File: src/hdl/clm_defs.svh
// constants of the load current alarm monitor
`ifndef CLM_DEFS_SVH
`define CLM_DEFS_SVH
// ----------------------------------------
// register byte offsets
// ----------------------------------------
`define CLM_OFS_CTRL 8'h00
`define CLM_OFS_RANGE 8'h04
`define CLM_OFS_LOWTHR 8'h08
`define CLM_OFS_LEAKTHR 8'h0c
`define CLM_OFS_OCTHR 8'h10
`define CLM_OFS_HYST 8'h14
`define CLM_OFS_ACK 8'h18
`define CLM_OFS_LOADVAL 8'h1c
`define CLM_OFS_LEAKVAL 8'h20
`define CLM_OFS_FLAGS 8'h24
`define CLM_OFS_ISTAT 8'h28
`define CLM_OFS_IMASK 8'h2c
// ----------------------------------------
// field positions in the control register
// ----------------------------------------
`define CLM_CTRL_EN_BIT 0
`define CLM_CTRL_SEL_LSB 4
`define CLM_CTRL_SEL_MSB 6
`define CLM_CTRL_LAT_LSB 8
`define CLM_CTRL_LAT_MSB 9
// ----------------------------------------
// reset values and limits (currents in tenths)
// ----------------------------------------
`define CLM_RANGE_RST 16'h03e8
`define CLM_RANGE_MAX 16'h2710
`define CLM_HYST_RST 3'h2
`define CLM_HYST_MAX 3'h5
`define CLM_SEL_MAX 3'h4
`define CLM_THR_OFF 16'h0000
`define CLM_ADC_SHIFT 12
`endif

File: src/hdl/clm_pkg.sv
// types of the load current alarm monitor
`default_nettype none
package clm_pkg;
    // alarm latching behaviour
    typedef enum logic [1:0] {
        CLM_LAT_NONE = 2'h0,
        CLM_LAT_AUTO = 2'h1,
        CLM_LAT_MAN = 2'h2
    } clm_latch_t;
endpackage : clm_pkg
`default_nettype wire

File: src/hdl/clm_monitor.sv
// load current alarm monitor with apb registers
//
// Local design decisions: register access over APB and the placing of the registers.
`include "clm_defs.svh"
`default_nettype none
module clm_monitor (
    input wire logic clk,
    input wire logic rst_n,
    input wire logic psel,
    input wire logic penable,
    input wire logic pwrite,
    input wire logic [7:0] paddr,
    input wire logic [31:0] pwdata,
    output logic [31:0] prdata,
    output logic pready,
    output logic pslverr,
    input wire logic heatOn,
    input wire logic ackPin,
    input wire logic sampleValid,
    input wire logic [11:0] sampleRaw,
    output logic [2:0] senseChannelSelect,
    output logic lowLoadAlarmFlag,
    output logic leakageAlarmFlag,
    output logic overcurrentAlarmFlag,
    output logic irq
);
    // ----------------------------------------
    // declarations
    // ----------------------------------------
    logic monitorEnable_reg;
    logic [2:0] sel_reg;
    logic [1:0] alarmLatchType_reg;
    logic [15:0] fullScaleRange_reg;
    logic [15:0] lowLoadThreshold_reg;
    logic [15:0] leakageThreshold_reg;
    logic [15:0] overcurrentThreshold_reg;
    logic [2:0] hyst_reg;
    logic [15:0] loadCurrentValue_reg;
    logic [15:0] leakageCurrentValue_reg;
    logic [15:0] lastCurrent_reg;
    logic loadUpd_reg;
    logic leakUpd_reg;
    logic anyUpd_reg;
    logic [1:0] heatSync_reg;
    logic [1:0] ackSync_reg;
    logic ackPinPrev_reg;
    logic ackWr_reg;
    logic [2:0] flagPrev_reg;
    logic [2:0] intStat_reg;
    logic [2:0] intMask_reg;
    logic [2:0] flags;
    logic [2:0] thrOn;
    logic [15:0] thrVec [3];
    logic [15:0] valVec [3];
    logic [2:0] updVec;
    logic [27:0] scaled;
    logic [18:0] marginProd;
    logic [15:0] margin;
    logic ackAll;
    logic wrEn;
    logic rdEn;
    logic [31:0] rdData;
    logic rdHit;

    // ----------------------------------------
    // pin synchronisers
    // ----------------------------------------
    // heat state and acknowledge pin each pass two flops
    always_ff @(posedge clk or negedge rst_n) begin
        if (!rst_n) begin
            heatSync_reg <= 2'h0;
            ackSync_reg <= 2'h0;
            ackPinPrev_reg <= 1'b0;
        end else begin
            heatSync_reg <= {heatSync_reg[0], heatOn};
            ackSync_reg <= {ackSync_reg[0], ackPin};
            ackPinPrev_reg <= ackSync_reg[1];
        end
    end

    // rising pin edge or software write acknowledges all
    assign ackAll = (ackSync_reg[1] & ~ackPinPrev_reg) | ackWr_reg;

    // ----------------------------------------
    // measurement
    // ----------------------------------------
    // raw code scaled by full scale range, result in tenths
    assign scaled = 28'(sampleRaw) * 28'(fullScaleRange_reg);
    assign marginProd = 19'(fullScaleRange_reg) * 19'(hyst_reg);
    assign margin = 16'(marginProd / 19'd100);

    // sample sorted into load or leakage by heat state
    always_ff @(posedge clk or negedge rst_n) begin
        if (!rst_n) begin
            loadCurrentValue_reg <= 16'h0000;
            leakageCurrentValue_reg <= 16'h0000;
            lastCurrent_reg <= 16'h0000;
            loadUpd_reg <= 1'b0;
            leakUpd_reg <= 1'b0;
            anyUpd_reg <= 1'b0;
        end else begin
            loadUpd_reg <= 1'b0;
            leakUpd_reg <= 1'b0;
            anyUpd_reg <= 1'b0;
            if (monitorEnable_reg && sampleValid) begin
                lastCurrent_reg <= scaled[`CLM_ADC_SHIFT +: 16];
                anyUpd_reg <= 1'b1;
                if (heatSync_reg[1]) begin
                    loadCurrentValue_reg <=
                        scaled[`CLM_ADC_SHIFT +: 16];
                    loadUpd_reg <= 1'b1;
                end else begin
                    leakageCurrentValue_reg <=
                        scaled[`CLM_ADC_SHIFT +: 16];
                    leakUpd_reg <= 1'b1;
                end
            end
        end
    end

    // ----------------------------------------
    // alarm channels: 0 low load, 1 leakage, 2 overcurrent
    // ----------------------------------------
    assign thrVec[0] = lowLoadThreshold_reg;
    assign thrVec[1] = leakageThreshold_reg;
    assign thrVec[2] = overcurrentThreshold_reg;
    assign valVec[0] = loadCurrentValue_reg;
    assign valVec[1] = leakageCurrentValue_reg;
    assign valVec[2] = lastCurrent_reg;
    assign updVec = {anyUpd_reg, leakUpd_reg, loadUpd_reg};

    // one comparator and latch per alarm
    for (genvar i = 0; i < 3; i++) begin : gChan
        assign thrOn[i] = monitorEnable_reg &&
            (thrVec[i] != `CLM_THR_OFF);
        clm_alarm_chan #(
            .IS_HIGH(i != 0)
        ) uChan (
            .clk(clk),
            .rst_n(rst_n),
            .active(thrOn[i]),
            .update(updVec[i]),
            .value(valVec[i]),
            .thr(thrVec[i]),
            .margin(margin),
            .latchType(alarmLatchType_reg),
            .ack(ackAll),
            .flag(flags[i])
        );
    end

    // flags to the pins from flops
    always_ff @(posedge clk or negedge rst_n) begin
        if (!rst_n) begin
            lowLoadAlarmFlag <= 1'b0;
            leakageAlarmFlag <= 1'b0;
            overcurrentAlarmFlag <= 1'b0;
            flagPrev_reg <= 3'h0;
        end else begin
            lowLoadAlarmFlag <= flags[0];
            leakageAlarmFlag <= flags[1];
            overcurrentAlarmFlag <= flags[2];
            flagPrev_reg <= flags;
        end
    end

    // ----------------------------------------
    // apb slave
    // ----------------------------------------
    // one wait state so read data comes from a flop
    assign wrEn = psel && penable && pready && pwrite;
    assign rdEn = psel && penable && !pready && !pwrite;

    always_ff @(posedge clk or negedge rst_n) begin
        if (!rst_n) begin
            pready <= 1'b0;
        end else begin
            pready <= psel && penable && !pready;
        end
    end

    // read mux
    always_comb begin
        rdData = 32'h0000_0000;
        rdHit = 1'b1;
        case (paddr)
            `CLM_OFS_CTRL: begin
                rdData[`CLM_CTRL_EN_BIT] = monitorEnable_reg;
                rdData[`CLM_CTRL_SEL_MSB:`CLM_CTRL_SEL_LSB] = sel_reg;
                rdData[`CLM_CTRL_LAT_MSB:`CLM_CTRL_LAT_LSB] =
                    alarmLatchType_reg;
            end
            `CLM_OFS_RANGE: rdData[15:0] = fullScaleRange_reg;
            `CLM_OFS_LOWTHR: rdData[15:0] = lowLoadThreshold_reg;
            `CLM_OFS_LEAKTHR: rdData[15:0] = leakageThreshold_reg;
            `CLM_OFS_OCTHR: rdData[15:0] = overcurrentThreshold_reg;
            `CLM_OFS_HYST: rdData[2:0] = hyst_reg;
            `CLM_OFS_ACK: rdData = 32'h0000_0000;
            `CLM_OFS_LOADVAL: rdData[15:0] = loadCurrentValue_reg;
            `CLM_OFS_LEAKVAL: rdData[15:0] = leakageCurrentValue_reg;
            `CLM_OFS_FLAGS: rdData[2:0] = flagPrev_reg;
            `CLM_OFS_ISTAT: rdData[2:0] = intStat_reg;
            `CLM_OFS_IMASK: rdData[2:0] = intMask_reg;
            default: rdHit = 1'b0;
        endcase
    end

    // read data and error answer registered in the wait state
    always_ff @(posedge clk or negedge rst_n) begin
        if (!rst_n) begin
            prdata <= 32'h0000_0000;
            pslverr <= 1'b0;
        end else if (psel && penable && !pready) begin
            prdata <= rdEn ? rdData : 32'h0000_0000;
            pslverr <= !rdHit;
        end else begin
            pslverr <= 1'b0;
        end
    end

    // configuration writes, out of range values clamped; bad channel select and latch type written as 0
    always_ff @(posedge clk or negedge rst_n) begin
        if (!rst_n) begin
            monitorEnable_reg <= 1'b0;
            sel_reg <= 3'h0;
            alarmLatchType_reg <= 2'(clm_pkg::CLM_LAT_NONE);
            fullScaleRange_reg <= `CLM_RANGE_RST;
            lowLoadThreshold_reg <= `CLM_THR_OFF;
            leakageThreshold_reg <= `CLM_THR_OFF;
            overcurrentThreshold_reg <= `CLM_THR_OFF;
            hyst_reg <= `CLM_HYST_RST;
        end else if (wrEn) begin
            case (paddr)
                `CLM_OFS_CTRL: begin
                    monitorEnable_reg <= pwdata[`CLM_CTRL_EN_BIT];
                    sel_reg <= (pwdata[`CLM_CTRL_SEL_MSB:`CLM_CTRL_SEL_LSB]
                        > `CLM_SEL_MAX) ? 3'h0 :
                        pwdata[`CLM_CTRL_SEL_MSB:`CLM_CTRL_SEL_LSB];
                    alarmLatchType_reg <=
                        (pwdata[`CLM_CTRL_LAT_MSB:`CLM_CTRL_LAT_LSB] == 2'h3)
                        ? 2'(clm_pkg::CLM_LAT_NONE)
                        : pwdata[`CLM_CTRL_LAT_MSB:`CLM_CTRL_LAT_LSB];
                end
                `CLM_OFS_RANGE: fullScaleRange_reg <=
                    (pwdata[15:0] > `CLM_RANGE_MAX) ? `CLM_RANGE_MAX
                    : pwdata[15:0];
                `CLM_OFS_LOWTHR: lowLoadThreshold_reg <=
                    (pwdata[15:0] > `CLM_RANGE_MAX) ? `CLM_RANGE_MAX
                    : pwdata[15:0];
                `CLM_OFS_LEAKTHR: leakageThreshold_reg <=
                    (pwdata[15:0] > `CLM_RANGE_MAX) ? `CLM_RANGE_MAX
                    : pwdata[15:0];
                `CLM_OFS_OCTHR: overcurrentThreshold_reg <=
                    (pwdata[15:0] > `CLM_RANGE_MAX) ? `CLM_RANGE_MAX
                    : pwdata[15:0];
                `CLM_OFS_HYST: hyst_reg <=
                    (pwdata[2:0] > `CLM_HYST_MAX) ? `CLM_HYST_MAX
                    : pwdata[2:0];
                default: begin
                end
            endcase
        end
    end

    // acknowledge write makes a one cycle pulse
    always_ff @(posedge clk or negedge rst_n) begin
        if (!rst_n) begin
            ackWr_reg <= 1'b0;
        end else begin
            ackWr_reg <= wrEn && (paddr == `CLM_OFS_ACK) && pwdata[0];
        end
    end

    // channel select driven out from its flop
    always_ff @(posedge clk or negedge rst_n) begin
        if (!rst_n) begin
            senseChannelSelect <= 3'h0;
        end else begin
            senseChannelSelect <= sel_reg;
        end
    end

    // ----------------------------------------
    // interrupts
    // ----------------------------------------
    // rising flag sets sticky bit, set wins over write one clear
    always_ff @(posedge clk or negedge rst_n) begin
        if (!rst_n) begin
            intStat_reg <= 3'h0;
        end else begin
            intStat_reg <= (intStat_reg &
                ~((wrEn && paddr == `CLM_OFS_ISTAT) ? pwdata[2:0] : 3'h0))
                | (flags & ~flagPrev_reg);
        end
    end

    // mask register
    always_ff @(posedge clk or negedge rst_n) begin
        if (!rst_n) begin
            intMask_reg <= 3'h0;
        end else if (wrEn && paddr == `CLM_OFS_IMASK) begin
            intMask_reg <= pwdata[2:0];
        end
    end

    // level interrupt from a flop
    always_ff @(posedge clk or negedge rst_n) begin
        if (!rst_n) begin
            irq <= 1'b0;
        end else begin
            irq <= |(intStat_reg & intMask_reg);
        end
    end
endmodule : clm_monitor
`default_nettype wire

File: src/hdl/clm_alarm_chan.sv
// one alarm channel with hysteresis and latching
`default_nettype none
module clm_alarm_chan #(
    parameter bit IS_HIGH = 1'b1
) (
    input wire logic clk,
    input wire logic rst_n,
    input wire logic active,
    input wire logic update,
    input wire logic [15:0] value,
    input wire logic [15:0] thr,
    input wire logic [15:0] margin,
    input wire logic [1:0] latchType,
    input wire logic ack,
    output logic flag
);
    logic trip;
    logic release_;
    logic cond_reg;
    logic ackSeen_reg;

    // trip and release tests, release needs the hysteresis margin
    always_comb begin
        if (IS_HIGH) begin
            trip = value > thr;
            release_ = ({1'b0, value} + {1'b0, margin}) <= {1'b0, thr};
        end else begin
            trip = value < thr;
            release_ = {1'b0, value} >= ({1'b0, thr} + {1'b0, margin});
        end
    end

    // raw alarm condition, evaluated on each new measurement
    always_ff @(posedge clk or negedge rst_n) begin
        if (!rst_n) begin
            cond_reg <= 1'b0;
        end else if (!active) begin
            cond_reg <= 1'b0;
        end else if (update) begin
            if (trip) begin
                cond_reg <= 1'b1;
            end else if (release_) begin
                cond_reg <= 1'b0;
            end
        end
    end

    // acknowledge remembered for auto reset latching
    always_ff @(posedge clk or negedge rst_n) begin
        if (!rst_n) begin
            ackSeen_reg <= 1'b0;
        end else if (!active || !flag) begin
            ackSeen_reg <= 1'b0;
        end else if (ack) begin
            ackSeen_reg <= 1'b1;
        end
    end

    // flag per latch type
    always_ff @(posedge clk or negedge rst_n) begin
        if (!rst_n) begin
            flag <= 1'b0;
        end else if (!active) begin
            flag <= 1'b0;
        end else begin
            case (clm_pkg::clm_latch_t'(latchType))
                clm_pkg::CLM_LAT_NONE: begin
                    flag <= cond_reg;
                end
                clm_pkg::CLM_LAT_AUTO: begin
                    if (cond_reg) begin
                        flag <= 1'b1;
                    end else if (ackSeen_reg || ack) begin
                        flag <= 1'b0;
                    end
                end
                clm_pkg::CLM_LAT_MAN: begin
                    if (cond_reg) begin
                        flag <= 1'b1;
                    end else if (ack) begin
                        flag <= 1'b0;
                    end
                end
                default: begin
                    flag <= cond_reg;
                end
            endcase
        end
    end
endmodule : clm_alarm_chan
`default_nettype wire

File: config.mk
export PLATFORM = sky130hd
export DESIGN_NAME = clm_monitor
export DESIGN_NICKNAME = d
export VERILOG_FILES = /design/src/hdl/clm_pkg.sv /design/src/hdl/clm_monitor.sv /design/src/hdl/clm_alarm_chan.sv
export VERILOG_INCLUDE_DIRS = /design/src /design/src/hdl
export SDC_FILE = /design/constraint.sdc
export NUM_CORES = 1
export LEC_CHECK = 0
export ABC_AREA = 0
export ABC_CLOCK_PERIOD_IN_PS = 19050
export BUFFER_PORTS_ARGS = -buffer_cell sky130_fd_sc_hd__buf_2
export CORE_ASPECT_RATIO = 1.2
export CORE_UTILIZATION = 64
export DETAILED_ROUTE_END_ITERATION = 6
export PLACE_DENSITY_LB_ADDON = 0.3
export SLEW_MARGIN = 10
export SYNTH_ARGS = -nofsm -noshare
export SYNTH_HDL_FRONTEND = slang
export SYNTH_SLANG_ARGS = --single-unit
export TNS_END_PERCENT = 20
File: constraint.sdc
create_clock -name clk -period 19.05 [get_ports clk]
set_input_delay 3.81 -clock clk [delete_from_list [all_inputs] [get_ports clk]]
set_output_delay 3.81 -clock clk [all_outputs]
set_load 0.01 [all_outputs]
# Word-level counts from Yosys, hierarchy flattened
# Index checks and enable logic that the tools add are counted.
# word_totals
regBits	189
input_bits	60
out_inout_bits	41
wordCells	192
# op_classes
addsub	3
n_mul	2
n_div	1
order_cmp	9
eq_ne	26
n_mux	52
bitwise	10
n_reduce_logical	51
# op_table
op	n
16-bit by 16-bit adder with 17-bit output	3
16-bit nonzero test	3
1-bit two-way mux	36
6-bit case mux with 6 select lines	1
17-bit by 16-bit <= comparator with 1-bit output	2
8-bit by 5-bit equality test with 1-bit output, second input constant	4
8-bit by 6-bit equality test with 1-bit output, second input constant	4
16-bit > comparator	2
16-bit two-way mux	2
12-bit by 16-bit multiplier with 28-bit output	1
2-bit AND reduction	14
4-bit != test, second input constant	6
3-bit case mux with 7 select lines	1
2-bit case mux with 10 select lines	1
19-bit by 7-bit divider with 19-bit output, second input constant	1
16-bit by 3-bit multiplier with 19-bit output	1
16-bit by 17-bit greater-or-equal comparator with 1-bit output	1
8-bit by 4-bit equality test with 1-bit output, second input constant	2
16-bit by 14-bit > comparator with 1-bit output, second input constant	1
16-bit less-than comparator	1
2-bit case mux with 7 select lines	1
1-bit logical AND	13
1-bit case mux with 6 select lines	2
12-bit OR reduction	1
other kinds (21)	50

# Longest topological paths before layout
# Gate-level depths: netlist of run 1.
# logic_depth
depth_word	8
depth_mapped	67
mapped_depth_nobuf	62

# Hierarchy
# A second synthesis of run 1 with hierarchy kept.
# hier_totals
cells_unflattened	2526
area_unflattened_um2	21364.2
# by_module_without_submodules
mod	instances	cells_per_inst	area_per_inst_um2	seq_area_each_um2
clm_monitor	1	1901	16470.8	4037.6
clm_alarm_chan at gChan[1].uChan ...	2	215	1666.6	75.1
clm_alarm_chan at gChan[0].uChan	1	195	1560.2	75.1

# Worst setup path before layout of run 1
# Ideal clock, no wire load.
# synth_timing
path_type	flip-flop to flip-flop
start	register hyst_reg[1]
end	register gChan[0].uChan.cond_reg
setup_ns	0.084
arrival_time_ns	13.352
required_time_ns	18.966
path_slack_ns	5.614
path_stages_with_launch	61
n_path_buf	5
period_less_slack_ns	13.436
cell_sequence	dfstp_2 clkbuf_1 clkbuf_1 nand2_1 fa_1 inv_1 ha_1 buf_4 a21oi_1 o221ai_1 a21oi_4 o21ai_2 xnor2_1 buf_2 o21ai_0 a21oi_2 o22ai_2 xor2_2 [... 25 more ...] a21oi_1 o21bai_1 a21oi_1 o21bai_1 a21oi_1 o21bai_1 a21oi_1 xnor2_1 ha_1 a21o_1 a21o_1 a21oi_1 o21ai_0 a21o_1 a21o_1 a211oi_1 o21ai_0 a21boi_0
# synth_between
elab_chain_cells	6
# synth_rtl
element	line_no	source
start, declared	clm_monitor.sv:37	logic [2:0] hyst_reg;
start signal, assigned	clm_monitor.sv:231	hyst_reg <= `CLM_HYST_RST;
start signal, assigned	clm_monitor.sv:256	`CLM_OFS_HYST: hyst_reg <=
16-bit by 3-bit multiplier with 19-bit output	clm_monitor.sv:89	assign marginProd = 19'(fullScaleRange_reg) * 19'(hyst_reg);
19-bit by 7-bit divider with 19-bit output	clm_monitor.sv:90	assign margin = 16'(marginProd / 19'd100);
16-bit by 16-bit adder with 17-bit output	clm_alarm_chan.sv:29	release_ = {1'b0, value} >= ({1'b0, thr} + {1'b0, margin});
16-bit by 17-bit greater-or-equal comparator with 1-bit output	clm_alarm_chan.sv:29	
3-bit != test (no line)	--	
2-bit AND reduction (no line)	--	
end signal, assigned	clm_alarm_chan.sv:36	cond_reg <= 1'b0;
end signal, assigned	clm_alarm_chan.sv:38	cond_reg <= 1'b0;
end signal, assigned	clm_alarm_chan.sv:41	cond_reg <= 1'b1;
end, declared	clm_alarm_chan.sv:19	logic cond_reg;
# No other way between the ends.
# A chain may end at the register's enable or synchronous reset.

# Worst setup path in the final report of run 1
# layout_timing
start	register fullScaleRange_reg[2]
end	register gChan[2].uChan.cond_reg
# layout_between
elab_chain_cells	6
# layout_rtl
element	line_no	source
start, declared	clm_monitor.sv:33	logic [15:0] fullScaleRange_reg;
start signal, assigned	clm_monitor.sv:227	fullScaleRange_reg <= `CLM_RANGE_RST;
start signal, assigned	clm_monitor.sv:244	`CLM_OFS_RANGE: fullScaleRange_reg <=
16-bit by 3-bit multiplier with 19-bit output	clm_monitor.sv:89	
19-bit by 7-bit divider with 19-bit output	clm_monitor.sv:90	
16-bit by 16-bit adder with 17-bit output	clm_alarm_chan.sv:26	release_ = ({1'b0, value} + {1'b0, margin}) <= {1'b0, thr};
17-bit by 16-bit <= comparator with 1-bit output	clm_alarm_chan.sv:26	
3-bit != test (no line)	--	
2-bit AND reduction (no line)	--	
end signal, assigned	clm_alarm_chan.sv:36	
end signal, assigned	clm_alarm_chan.sv:38	
end signal, assigned	clm_alarm_chan.sv:41	
end, declared	clm_alarm_chan.sv:19	
# No other way between the ends.

==> summary.txt, run 1 <==
Outcome
  • Run status: finished clean

Critical path
  • Critical path peak fanout: 17
  • CP bufs+invs: 1
  • CP startpoint kind: register
  • CP most frequent cell: a21oi_1
  • Worst path max stage delay: 0.87 ns
  • CP delay by family, top: compound AO/OA/AOI/OAI gates
  • CP arrival: 17.12 ns
  • Setup CP Type: reg2reg
  • Setup crit end kind: register
  • Critical Path RT: 19.36 ns
  • Slowest stage cell, crit path: o41ai_4

Power and ir drop
  • VDD IR max: 0.0000669 V
  • Leakage: 10.4 nW
  • Pwr Density: 34.4 nW/um2

Drt
  • Vias per inst: 6.45
  • Drt wl/cell: 21.2 um
  • DRT Wirelength: 60000 um
  • DRT Pass-1 Iters: 6
  • DR vias: 18200
  • Antenna Nets Post-Route: 0
  • Residual DRC: 0
  • 1st-iter DRT viols: 1610

Clock network
  • Post-CTS Resized: 0
  • Post CTS Setup Buffer Count: 0
  • Clk sink count: 170
  • CTS root buffer: clkbuf_16
  • Clock latency on the worst-skew pair: 0.44 ns
  • CTS tree: built
  • Worst-path clk slew: 0.07 ns
  • Hold_buf cts: 0
  • H-tree Lvls: 4
  • Max Root-Sink Buffers: 2
  • CTS buffer count: 17

Hold path
  • Worst min-delay path class: reg2reg

STA
  • Fin. Hold Viols: 0
  • Final setup fails: 0
  • Max Slew Vio Count: 0
  • Min cycle time layout: 16.81 ns
  • TNS Setup: 0 ns
  • Clock skew: 0.00978 ns
  • RSZ-0062 raised after global routing: no
  • Slew HR: 12.3%
  • Max Freq: 59.5 MHz
  • Actual slew at the worst max-slew pin: 1.31 ns
  • Period utilisation layout: 88.2%

Synth
  • Main area contributors after synthesis: dfrtp_1 20%, fa_1 15%, ha_1 13%, nand2_1 7.4%, inv_1 4.9%
  • Mapped Area: 20300 um2
  • Fraction of registers with async set/reset: 100%
  • Largest area contributor in the synthesized netlist: dfrtp_1
  • Count leader, synth: nand2_1
  • Mean Syn Cell Area: 8.47 um2
  • Main synth FF type: dfrtp_1
  • Ys Warns: 0
  • Post-synth EDFFs: 0
  • FF+latch count, synth: 170
  • Post-synthesis cell type count: 112
  • Post-Synthesis Cells: 2400
  • Top cell type's share of synthesized area: 20.1%
  • Post-synth top cells: 400 x nand2_1, 263 x inv_1, 214 x ha_1, 191 x o21ai_0, 163 x dfrtp_1
  • Sequential area share after synthesis: 21.0%

Cells and area
  • Fillcell total: 2501
  • Post-layout net count: 2845
  • Area grow syn2layout: 5.41%
  • Share of cells above drive strength 1: 7.83%
  • Layout Cells excl Fill: 2828

Die
  • Die span in x: 165 um
  • Core Box Area: 31300 um2
  • Full die area: 32500 um2
  • I/O pin cnt: 101
  • Row count: 71
  • Die H: 197 um
  • Initial Utilization: 65.0%

Place
  • Placer congestion estimate: 0.979
  • DP HPWL: 46400 um
  • IO Port Bufs: 68
  • DP Cell Count: 2796

Job
  • Total of max-cap violations: 0

Global routing
  • Gr usage total: 39.0%
  • First-pass GRT wire length: 96900 um
  • Pin count of the biggest net entering global routing: 87
  • Initial antenna violation count: 4
  • Grt total ovfl: 0
  • Number of global-route vias before repair: 18600
## final timing paths
path | start | cells past startpoint | to | slack (ns)
worst max-delay path | fullScaleRange_reg[2] | 57 | gChan[2].uChan.cond_reg | 2.24
worst min-delay path | heatSync_reg[0] | 0 | heatSync_reg[1] | 0.35
max in group asynchronous | rst_n | 2 | prdata[0] | 14.04
min in group asynchronous | rst_n | 1 | lastCurrent_reg[4] | 3.42
worst min register to register | heatSync_reg[0] | 0 | heatSync_reg[1] | 0.35
worst max register to register | fullScaleRange_reg[2] | 57 | gChan[2].uChan.cond_reg | 2.24
## final cells by class
cell class	count	area, um2	share of cell area (%)
Tap cell	401	502	2.34
Clock buffer	19	443	2.07
Timing Repair Buffer	81	444	2.07
Sequential cell	170	4260	19.9
Multi-Input combinational cell	1880	14700	68.5
Antenna cell	1	2.50	0.0117
Clock inverter	12	108	0.502
Inverter	264	991	4.62
## metrics by stage
stage	util, %	instance area, um2	setup slack [ns]	hold slack, ns	power, mW
6_report	68.6	21400	2.24	0.352	0.737
5_1_grt	68.6	21400	1.12	0.355	0.755
4_1_cts	68.6	21400	2.43	0.352	0.737
3_5_place_dp	66.8	20900	2.50	0.337	0.412
3_3_place_gp	66.8	20900	3.04	0.333	0.410
2_1_floorplan	-	20400	5.61	0.331	0.390
## where the power goes
group | internal, mW | leakage, nW | switching, mW | total [mW]
logic | 0.0101 | 7.86 | 0.0314 | 0.0415
registers | 0.362 | 2.29 | 0.00166 | 0.364
clock network | 0.174 | 0.258 | 0.158 | 0.332
## routing by layer
metal | track usage, % | up-vias | wire [um] | part of all wire, %
li1 | - | 8259 | - | -
met1 | 45.6 | 8819 | 21900 | 36
met5 | 0 | - | 33 | 0.055
met3 | 7.47 | 302 | 4830 | 8.0
met2 | 63.7 | 851 | 28000 | 47
met4 | 28.6 | 4 | 5240 | 8.7
## kinds of logic after synthesis
logic type	Yosys count	synth area share, %
and+or+nand+nor	772	18.0
AOI/OAI and AO/OA	622	20.8
adders and majority gates	373	28.7
buffers and inverters	365	7.14
DFF	170	21.0
xor gates and xnor gates	87	3.82
muxes	10	0.517
other	1	0.0184
## cell usage in the layout, fill, tap and decap left out, types with 35 or more instances in the layout
cell type and count:
a21oi_1 112, buf_2 67, o21ai_0 191, inv_1 263, xnor2_1 64, dfrtp_1 163, a22oi_1 38, nor2b_1 35
nor2_1 71, ha_1 214, and2_1 78, fa_1 157, nand2_1 400
## worst register-to-register path, delay by kind of cell, from the launching register on
| kind | cells | cell delay (ns) |
|---|---|---|
| AOI/OAI and AO/OA | 31 | 8.73 |
| and+or+nand+nor | 15 | 3.50 |
| adders and majority gates | 6 | 2.27 |
| xor gates and xnor gates | 4 | 1.42 |
| DFF | 1 | 0.70 |
| buffers and inverters | 1 | 0.07 |
Power figures use the tool's default switching activity.
==> run 2, diff against run 1 <==
--- a/config.mk
+++ b/config.mk
@@ -9,7 +9,7 @@
 export ABC_AREA = 0
 export ABC_CLOCK_PERIOD_IN_PS = 19050
 export BUFFER_PORTS_ARGS = -buffer_cell sky130_fd_sc_hd__buf_2
-export CORE_ASPECT_RATIO = 1.2
+export CORE_ASPECT_RATIO = 1.5
 export CORE_UTILIZATION = 64
 export DETAILED_ROUTE_END_ITERATION = 6
 export PLACE_DENSITY_LB_ADDON = 0.3
==> run 2 against run 1 <==
Wire length about the same. Via count shrank 0.72%. Flip-flop and latch count unchanged. Fmax up 2.5%. Sequential power about the same. Final area up 0.31%. Utilization grew 0.51 points. Register-to-register slack better by 0.41 ns. Setup slack improved by 0.41 ns. Clock power rose by 7.2%. Global-route usage decreased by 0.33 points. Critical path type unchanged.
==> summary.txt, run 2 (synthesis gave the netlist of run 1 again) <==
Clock network
  • H-tree Lvls: 4 (unchanged)
  • CTS tree: built (unchanged)
  • Clock latency on the worst-skew pair: 0.45 ns (was 0.44 ns)
  • Clk sink count: 170 (unchanged)
  • CTS buffer count: 17 (unchanged)
  • Post-CTS Resized: 0 (unchanged)
  • CTS root buffer: clkbuf_16 (unchanged)
  • Post CTS Setup Buffer Count: 0 (unchanged)
  • Max Root-Sink Buffers: 2 (unchanged)
  • Worst-path clk slew: 0.08 ns (was 0.07 ns)
  • Hold_buf cts: 0 (unchanged)

Drt
  • DR vias: 18100 (was 18200)
  • DRT Pass-1 Iters: 6 (unchanged)
  • Residual DRC: 0 (unchanged)
  • 1st-iter DRT viols: 1627 (was 1610)
  • Vias per inst: 6.39 (was 6.45)
  • Antenna Nets Post-Route: 0 (unchanged)
  • DRT Wirelength: 60100 um (was 60000 um)
  • Drt wl/cell: 21.2 um (about the same)

Hold path
  • Worst hold path depth: 0 (unchanged)
  • Worst min-delay path class: reg2reg (unchanged)
  • Hold wc startpoint: heatSync_reg[0] (unchanged)

Critical path
  • CP arrival: 16.74 ns (was 17.12 ns)
  • CP most frequent cell: a21oi_1 (unchanged)
  • R2R depth: 56 (was 57)
  • Critical Path RT: 19.38 ns (was 19.36 ns)
  • Setup crit end kind: register (unchanged)
  • Worst setup path startpoint: fullScaleRange_reg[2] (unchanged)
  • Slowest stage cell, crit path: a211oi_2 (was o41ai_4)
  • Critical path peak fanout: 17 (unchanged)
  • Origin of the critical flop-to-flop path: fullScaleRange_reg[2] (unchanged)
  • CP startpoint kind: register (unchanged)
  • Worst path max stage delay: 0.79 ns (was 0.87 ns)
  • Setup CP Type: reg2reg (unchanged)

Global routing
  • Number of global-route vias before repair: 18500 (was 18600)
  • First-pass GRT wire length: 96400 um (was 96900 um)
  • Gr usage total: 38.7% (was 39.0%)
  • Grt total ovfl: 0 (unchanged)
  • Pin count of the biggest net entering global routing: 100 (was 87)
  • Initial antenna violation count: 1 (was 4)

STA
  • Fin. Hold Viols: 0 (unchanged)
  • Max Freq: 61.0 MHz (was 59.5 MHz)
  • Final setup fails: 0 (unchanged)
  • Max Slew Vio Count: 0 (unchanged)
  • Period utilisation layout: 86.1% (was 88.2%)
  • Slew HR: 11.7% (was 12.3%)
  • Min cycle time layout: 16.41 ns (was 16.81 ns)
  • Clock skew: 0.0119 ns (was 0.00978 ns)
  • Actual slew at the worst max-slew pin: 1.32 ns (was 1.31 ns)
  • TNS Setup: 0 ns (unchanged)
  • RSZ-0062 raised after global routing: no (unchanged)
  • Worst hold margin: 0.355 ns (was 0.352 ns)

Die
  • Row count: 79 (was 71)
  • Initial Utilization: 65.3% (was 65.0%)
  • Die H: 220 um (was 197 um)
  • I/O pin cnt: 101 (unchanged)
  • Die span in x: 148 um (was 165 um)
  • Full die area: 32500 um2 (about the same)
  • Core Box Area: 31100 um2 (was 31300 um2)

Cells and area
  • Commonest cells after routing, fill and taps aside: 400 x nand2_1, 263 x inv_1, 214 x ha_1 (unchanged)
  • Post-layout net count: 2846 (was 2845)
  • Share of cells above drive strength 1: 7.95% (was 7.83%)
  • Most common cell after layout, fill and taps aside: nand2_1 (unchanged)
  • FF/Latch Area: 4260 um2 (unchanged)
  • Area grow syn2layout: 5.73% (was 5.41%)
  • Area occupied by multi-input gates: 14700 um2 (unchanged)
  • Fillcell total: 2546 (was 2501)
  • Fin area: 21500 um2 (was 21400 um2)

Place
  • DP HPWL: 47100 um (was 46400 um)
  • Placer congestion estimate: 1.04 (was 0.979)
  • IO Port Bufs: 68 (unchanged)
  • Area after DPL: 20900 um2 (about the same)

Power and ir drop
  • VDD IR max: 0.0000786 V (was 0.0000669 V)
  • Pwr Density: 35.4 nW/um2 (was 34.4 nW/um2)
  • Leakage: 10.5 nW (was 10.4 nW)

Outcome
  • Run status: finished clean (unchanged)

Job
  • Total of max-cap violations: 0 (unchanged)
[run 2: per-stage QoR]
step           setup slack [ns]  utilization, %  power [mW]  instances
2_1_floorplan              5.61               -       0.390       2415
3_5_place_dp               2.94            67.1       0.410       2801
5_1_grt                    1.45            69.1       0.777       2833
4_1_cts                    2.87            69.1       0.760       2833
6_report                   2.64            69.1       0.760       2834
3_3_place_gp               3.26            67.1       0.409       2801
[run 2: worst paths after layout]
| check | slack (ns) | to |
|---|---|---|
| max | 2.64 | gChan[1].uChan.cond_reg |
| min | 0.35 | heatSync_reg[1] |
| max reg2reg | 2.64 | gChan[1].uChan.cond_reg |
| min reg2reg | 0.35 | heatSync_reg[1] |
| max in group asynchronous | 14.02 | leakageThreshold_reg[15] |
| min in group asynchronous | 3.43 | lastCurrent_reg[11] |
[run 2: power by group]
part / internal, mW / switching (mW) / leakage [nW] / total (mW)
Clock: 0.189 / 0.168 / 0.293 / 0.356
Combinational: 0.0101 / 0.0303 / 7.87 / 0.0404
Sequential: 0.362 / 0.00164 / 2.29 / 0.364
Total: 0.561 / 0.200 / 10.5 / 0.760
[run 2: routing by layer]
layer	global-route usage (%)	share of wire, %	vias to the layer above
met3	6.60	6.7	311
met5	0	0	-
li1	-	-	8259
met2	66.8	49	821
met4	32.6	10	0
met1	41.5	35	8713
[run 2: critical path, delay by kind of cell, from the launching register on]
kind | cells | cell delay, ns
XOR/XNOR | 3 | 0.79
AND/OR/NAND/NOR | 14 | 3.28
AO/OA/AOI/OAI | 32 | 9.24
adder cells (fa/ha/maj) | 6 | 2.19
buffers and inverters | 1 | 0.07
flip-flops | 1 | 0.70
[run 2: cell type report]
type                    count  share of cell area (%)
diodes                      1                  0.0116
clock buffers              17                    1.98
clock inverters            15                   0.832
inverters                 264                    4.61
multi-input cells        1880                    68.3
flip-flops and latches    170                    19.8
well taps                 405                    2.36
repair buffers             82                    2.10
